<file path="config.mk">
export PLATFORM = sky130hd
export DESIGN_NAME = conditional_branch_unit
export DESIGN_NICKNAME = d
export VERILOG_FILES = /design/src/conditional_branch_unit.v
export VERILOG_INCLUDE_DIRS = /design/src
export SDC_FILE = /design/constraint.sdc
export NUM_CORES = 1
export LEC_CHECK = 0
export BUFFER_PORTS_ARGS = -buffer_cell sky130_fd_sc_hd__buf_2
export CAP_MARGIN = 40
export CORE_MARGIN = 3
export CORE_UTILIZATION = 61
export DETAILED_ROUTE_END_ITERATION = 8
export HOLD_SLACK_MARGIN = 0.03
export PLACE_DENSITY = 0.85
export SKIP_LAST_GASP = 1
export SLEW_MARGIN = 20
export SYNTH_ARGS = -nofsm -noshare
export SYNTH_HDL_FRONTEND = slang
export SYNTH_SLANG_ARGS = --single-unit
</file>
<file path="constraint.sdc">
create_clock -name clock -period 2.51 [get_ports clock]
set_input_delay 0.1255 -clock clock [delete_from_list [all_inputs] [get_ports clock]]
set_output_delay 0.1255 -clock clock [all_outputs]
set_load 0.02 [all_outputs]
</file>
<file path="src/branch_unit_consts.vh">
// Constants for the conditional branch and skip unit.
// Assumes inclusion by bare name from the design file; definitions only.
//
// Function
// - A skip on a set I/O register bit advances the program counter by 2 or 3 words.
// - Branch-on-flag-set adds k plus 1 to the counter when the selected status bit is one.
// - Branch-on-flag-clear adds k plus 1 to the counter when the selected status bit is zero.
// - Branch-if-equal is taken, adding k plus 1, only when the zero flag is one.
// - Branch-if-not-equal is taken, adding k plus 1, only when the zero flag is zero.
// - Branch-if-carry-set is taken, adding k plus 1, only when the carry flag is one.
// - Branch-if-same-or-higher is taken, adding k plus 1, only when the carry flag is zero.
// - Branch-if-lower is taken, adding k plus 1, only when the carry flag is one.
// - Branch-if-minus is taken, adding k plus 1, only when the negative flag is one.
`ifndef BRANCH_UNIT_CONSTS_VH
`define BRANCH_UNIT_CONSTS_VH

// ****************************************************************
// Operation codes
// ****************************************************************
`define OP_WIDTH 4
`define OP_SKIP_IO_SET 4'h0
`define OP_BRANCH_FLAG_SET 4'h1
`define OP_BRANCH_FLAG_CLEAR 4'h2
`define OP_BRANCH_EQUAL 4'h3
`define OP_BRANCH_NOT_EQUAL 4'h4
`define OP_BRANCH_CARRY_SET 4'h5
`define OP_BRANCH_CARRY_CLEAR 4'h6
`define OP_BRANCH_SAME_HIGHER 4'h7
`define OP_BRANCH_LOWER 4'h8
`define OP_BRANCH_MINUS 4'h9

// ****************************************************************
// Status register bit positions
// ****************************************************************
`define FLAG_CARRY 0
`define FLAG_ZERO 1
`define FLAG_NEGATIVE 2

// ****************************************************************
// Step sizes and timing
// ****************************************************************
`define SKIP_SHORT 2
`define SKIP_LONG 3
`define BRANCH_EXTRA 1
`define TAKEN_CYCLES 2

`endif

</file>
<file path="src/conditional_branch_unit.v">
// Conditional branch and skip decision with program counter update.
// Flags are copied out unchanged; a taken decision loads the counter one cycle later.
// Assumes decoded operands arrive with a one-cycle start strobe and that
// flags and the I/O bit are stable while the start strobe is high.
// Assumes offsets are two's complement and no wider than the counter.
`timescale 1ns/10ps
`include "branch_unit_consts.vh"

module conditional_branch_unit #(
    parameter PC_WIDTH = 16,
    parameter K_WIDTH = 7
) (
    // Clock and reset
    input wire clock,
    input wire rst_n,
    input wire clock_enable,
    // Instruction
    input wire start,
    input wire [`OP_WIDTH-1:0] opcode,
    input wire [2:0] flag_select,
    input wire [K_WIDTH-1:0] offset_k,
    input wire io_bit,
    input wire next_is_long,
    input wire [7:0] status_register,
    // Result
    output wire busy,
    output reg done_reg,
    output reg taken_reg,
    output reg [PC_WIDTH-1:0] pc_reg,
    output reg [7:0] status_out_reg
);

    // ****************************************************************
    // Reset synchroniser
    // ****************************************************************
    reg rst_meta_reg;
    reg rst_sync_reg;
    always @(posedge clock or negedge rst_n) begin
        if (!rst_n) begin
            rst_meta_reg <= 1'b0;
            rst_sync_reg <= 1'b0;
        end else begin
            rst_meta_reg <= 1'b1;
            rst_sync_reg <= rst_meta_reg;
        end
    end

    // ****************************************************************
    // Sequencer states
    // ****************************************************************
    localparam ST_IDLE = 2'b01;
    localparam ST_RELOAD = 2'b10;

    reg [1:0] state_reg;
    reg [1:0] state_next;

    // ****************************************************************
    // Status bit selection
    // ****************************************************************
    wire [7:0] flag_hit;
    wire sel_bit;

    // One selector cell per status bit; at most one cell fires at a time
    genvar bit_idx;
    generate
        for (bit_idx = 0; bit_idx < 8; bit_idx = bit_idx + 1) begin : g_flag_hit
            assign flag_hit[bit_idx] = (flag_select == bit_idx) & status_register[bit_idx];
        end
    endgenerate
    assign sel_bit = |flag_hit;

    // ****************************************************************
    // Opcode decode
    // ****************************************************************
    wire op_skip_io = (opcode == `OP_SKIP_IO_SET);
    wire op_flag_set = (opcode == `OP_BRANCH_FLAG_SET);
    wire op_flag_clear = (opcode == `OP_BRANCH_FLAG_CLEAR);
    wire op_equal = (opcode == `OP_BRANCH_EQUAL);
    wire op_not_equal = (opcode == `OP_BRANCH_NOT_EQUAL);
    wire op_carry_set = (opcode == `OP_BRANCH_CARRY_SET);
    wire op_carry_clear = (opcode == `OP_BRANCH_CARRY_CLEAR);
    wire op_same_higher = (opcode == `OP_BRANCH_SAME_HIGHER);
    wire op_lower = (opcode == `OP_BRANCH_LOWER);
    wire op_minus = (opcode == `OP_BRANCH_MINUS);

    // Named views of the flags that the fixed branches test
    wire flag_zero = status_register[`FLAG_ZERO];
    wire flag_carry = status_register[`FLAG_CARRY];
    wire flag_negative = status_register[`FLAG_NEGATIVE];

    // ****************************************************************
    // Taken decision
    // ****************************************************************
    // Unknown opcodes match no term, so they are never taken
    wire cond_skip = op_skip_io & io_bit;
    wire cond_flag_set = op_flag_set & sel_bit;
    wire cond_flag_clear = op_flag_clear & ~sel_bit;
    wire cond_equal = op_equal & flag_zero;
    wire cond_not_equal = op_not_equal & ~flag_zero;
    wire cond_carry_set = op_carry_set & flag_carry;
    // Carry-clear and same-or-higher share one test
    wire cond_carry_clear = op_carry_clear & ~flag_carry;
    wire cond_same_higher = op_same_higher & ~flag_carry;
    wire cond_lower = op_lower & flag_carry;
    wire cond_minus = op_minus & flag_negative;

    wire cond;
    wire is_skip;
    assign is_skip = op_skip_io;
    assign cond = cond_skip
        | cond_flag_set
        | cond_flag_clear
        | cond_equal
        | cond_not_equal
        | cond_carry_set
        | cond_carry_clear
        | cond_same_higher
        | cond_lower
        | cond_minus;

    // ****************************************************************
    // Program counter steps
    // ****************************************************************
    // Integer copies are cut to the counter width on purpose
    localparam integer SKIP_SHORT_INT = `SKIP_SHORT;
    localparam integer SKIP_LONG_INT = `SKIP_LONG;
    localparam integer BRANCH_EXTRA_INT = `BRANCH_EXTRA;
    localparam integer PLAIN_STEP_INT = 1;

    wire [PC_WIDTH-1:0] step_short = SKIP_SHORT_INT[PC_WIDTH-1:0];
    wire [PC_WIDTH-1:0] step_long = SKIP_LONG_INT[PC_WIDTH-1:0];
    wire [PC_WIDTH-1:0] branch_one = BRANCH_EXTRA_INT[PC_WIDTH-1:0];
    wire [PC_WIDTH-1:0] step_plain = PLAIN_STEP_INT[PC_WIDTH-1:0];

    // Offset is sign-extended; the counter wraps like a real program counter
    wire [PC_WIDTH-1:0] k_ext = {{(PC_WIDTH-K_WIDTH){offset_k[K_WIDTH-1]}}, offset_k};
    wire [PC_WIDTH-1:0] skip_step = next_is_long ? step_long : step_short;
    wire [PC_WIDTH-1:0] step_taken = is_skip ? skip_step : k_ext + branch_one;

    // ****************************************************************
    // Target adders
    // ****************************************************************
    reg [PC_WIDTH-1:0] target_reg;
    wire [PC_WIDTH-1:0] target_sum = pc_reg + step_taken;
    wire [PC_WIDTH-1:0] pc_plus_one = pc_reg + step_plain;

    // Start is refused while reloading; the busy output says so
    assign busy = (state_reg == ST_RELOAD);

    // ****************************************************************
    // Next-state logic: a taken decision spends a second cycle reloading
    // ****************************************************************
    reg [PC_WIDTH-1:0] target_next;
    reg [PC_WIDTH-1:0] pc_next;
    reg [7:0] status_out_next;
    reg done_next;
    reg taken_next;

    always @* begin
        state_next = state_reg;
        pc_next = pc_reg;
        target_next = target_reg;
        status_out_next = status_out_reg;
        done_next = 1'b0;
        taken_next = taken_reg;
        case (state_reg)
            ST_IDLE: begin
                if (start) begin
                    // Flags pass through untouched in every case
                    status_out_next = status_register;
                    if (cond) begin
                        target_next = target_sum;
                        state_next = ST_RELOAD;
                    end else begin
                        pc_next = pc_plus_one;
                        taken_next = 1'b0;
                        done_next = 1'b1;
                    end
                end
            end
            ST_RELOAD: begin
                pc_next = target_reg;
                taken_next = 1'b1;
                done_next = 1'b1;
                state_next = ST_IDLE;
            end
            default: begin
                state_next = ST_IDLE;
            end
        endcase
    end

    // ****************************************************************
    // Sequencer registers
    // ****************************************************************
    always @(posedge clock or negedge rst_sync_reg) begin
        if (!rst_sync_reg) begin
            state_reg <= ST_IDLE;
            done_reg <= 1'b0;
            taken_reg <= 1'b0;
        end else if (clock_enable) begin
            state_reg <= state_next;
            done_reg <= done_next;
            taken_reg <= taken_next;
        end
    end

    // ****************************************************************
    // Datapath registers; a low clock enable freezes them with the sequencer
    // ****************************************************************
    always @(posedge clock or negedge rst_sync_reg) begin
        if (!rst_sync_reg) begin
            pc_reg <= {PC_WIDTH{1'b0}};
            target_reg <= {PC_WIDTH{1'b0}};
            status_out_reg <= 8'h00;
        end else if (clock_enable) begin
            pc_reg <= pc_next;
            target_reg <= target_next;
            status_out_reg <= status_out_next;
        end
    end

endmodule

</file>
==> impl_metrics.ini <==
[die]
ios = 55
num_rows = 26
die_area_um2 = 6350
die_h_um = 79.7
die_w_um = 79.7
initial_utilization = 0.640
core_um2 = 5170

[grt]
grt_usage = 0.324
antenna_found_initial = 0
grt_max_degree = 25
grt_first_pass_wirelength_um = 15900
gr-total-overflow = 0
grt_pass1_vias = 3268

[worst_hold_path]
hp-start = clock_enable
worst_hold_path_type = in2reg

[routing]
wl_per_cell_um = 19.1
antenna_left = 0
dr.pass1.iters = 5
vias = 3402
first_iter_violations = 319
viasPerCell = 6.43
routed_wl_um = 10100
drc = 0

[critical_path]
cp-end-kind = register
crit_type = in2reg
cp-start-kind = primary input
cp.arrival_ns = 2.66
critPathLaunch = opcode[1]
timing.rr.start = pc_reg[0]
cp_max_fo = 5
worst_ep_required_time_ns = 2.71

[synthesis]
netlist_area_um2 = 3310
synthFlopType = dfrtp_1
syn_nets = 390
ys_ff_latch = 46
netlist_instances = 342
syn_avg_cell_area_um2 = 9.68
synth_edf_count = 0
yosys_warnings = 0
synthArstFlopShare = 1.00
ys_seq_area_frac = 0.348
ys_types = 61

[final_layout]
layout_common_cells = buf_4 (63), buf_2 (52), dfrtp_1 (44)
areaGrowthSynthToFinish_pct = 31.6
drive_gt1_frac = 0.388
fin_util = 0.843
fin_nets = 506
antenna_cells = 0
layout_commonest_cell = buf_4
final_cell_area_um2 = 4360
fill_cells = 284

[pwr]
p_int_w = 0.00235
finalPower_w = 0.00408
powerDensity_nw_per_um2 = 937
p_leak_nw = 1.99
combPwrFrac = 0.559
p_clk_frac = 0.136
peakVddDrop_mv = 0.753
p_seq_frac = 0.305
p_sw_frac = 0.423
power.switching_w = 0.00173

[sta]
worst_slew_pin_slew_ns = 0.585
drv_slew = 0
finalSetupViolCount = 0
fmax_mhz = 406
hold_violations = 0
worst_clock_skew_ns = 0.0133
max_slew_margin = 0.610
timing.final.crit_period_ns = 2.46
rsz0062_at_grt = yes
whs_ns = 0.0723
fin_crit_sh = 0.980

[clock_network]
path_clk_slew_ns = 0.09
clk_latency_ns = 0.30
cts.sinks = 46
numCtsBuffers = 5
htree_num_levels = 2
root_buffer = clkbuf_8
clockBufferDepth = 2
cts_tree = yes

[job]
max_cap_violations = 0

[place]
io_buffers = 54
dp_hpwl_um = 7280
routabilityCongestion = 0.918
placed_area_um2 = 4120

[outcome]
outcome = finished clean
[synthesized netlist by cell type (3+ instances only)]
master    instances  area, µm²
o221ai_1          3       26.3
buf_6             3       33.8
mux2_1            5       56.3
nand3_1          18       90.1
o21ai_0          15       75.1
nor2_1           34        128
mux2_2           18        203
ha_1             19        238
o21a_1            3       22.5
or2_2             3       18.8
o22ai_1           7       43.8
xor2_1            9       78.8
and2_1            5       31.3
a211oi_1          6       45.0
o31ai_1           3       22.5
a21o_1            3       22.5
clkbuf_1          5       18.8
xnor2_1           7       61.3
nor2b_1           3       18.8
inv_1             6       22.5
nand2b_1          3       18.8
a221oi_2          7        105
a21oi_1          13       65.1
dfrtp_1          45       1130
nand4_1           3       18.8
nand2_1          20       75.1
or3_1             3       18.8
and3_1           10       62.6
o211ai_1         12       90.1
nand3b_1          3       22.5
nor3_1            8       40.0
[final timing paths]
check | slack [ns] | end | cells after the start
max in group asynchronous | 1.65 | state_reg[0] | 1
min in group asynchronous | 0.13 | rst_sync_reg | 2
hold reg to reg | 0.28 | pc_reg[9] | 0
hold / removal | 0.07 | done_reg | 2
setup / recovery | 0.05 | target_reg[15] | 12
setup reg to reg | 0.13 | target_reg[10] | 8
[kinds of logic after synthesis]
logic type,after synthesis,synth area share
AND/OR/NAND/NOR,120,0.180
AO/OA/AOI/OAI,93,0.216
flip-flops,46,0.348
multiplexers,29,0.109
adder cells (fa/ha/maj),20,0.0779
buffers and inverters,17,0.0261
XOR/XNOR,16,0.0423
other,1,0.00113
[metrics by stage]
stage               cells  setup TNS (ns)  worst slack (ns)
floorplan             342        -0.00312          -0.00312
global placement      515           -1.32            -0.261
detailed placement    516           -2.00            -0.364
CTS                   527               0           0.00167
global route          529         -0.0248           -0.0243
finish                529               0            0.0490
[critical path, stage by stage]
cell and delay (ns):
buf_6 0.10, nor4_4 0.33, buf_4 0.20, buf_4 0.10, nor2_1 0.04, ha_1 0.29, a211o_1 0.27, or3_1 0.32
o221a_4 0.25, a221oi_4 0.30, xnor2_1 0.11, o31ai_1 0.21
[per-layer routing]
metal	vias up	GRT usage	wire length [µm]
met1	1623	0.394	3840
met2	189	0.559	5110
met5	-	0	0
met4	0	0.153	539
met3	58	0.0485	638
li1	1532	-	-
[final cells by class]
class                           count  area, µm²  area share
Clock inverter                      3       40.0     0.00919
Inverter                            7       26.3     0.00603
Clock buffer                        5       68.8      0.0158
Tap cell                           70       87.6      0.0201
Timing Repair Buffer              119        793       0.182
Sequential cell                    46       1150       0.265
Multi-Input combinational cell    279       2190       0.502
[what timing repair did]
action                                 4_1_cts  5_1_grt
hold buffers                                 1        0
endpoints found under the hold margin        2        0
setup buffers                                3        2
gates resized for setup                      8       11
pin swaps                                    7       10
setup endpoints to repair                    3        7
[power groups by stage]
stage	Clock, W	Sequential [W]	Combinational, W
3_5_place_dp	0	0.00125	0.00214
3_3_place_gp	0	0.00123	0.00204
6_report	0.000554	0.00125	0.00228
4_1_cts	0.000555	0.00124	0.00221
2_1_floorplan	0	0.00139	0.00120
5_1_grt	0.000586	0.00127	0.00245
Note: power is estimated with default switching activity, not from simulation.
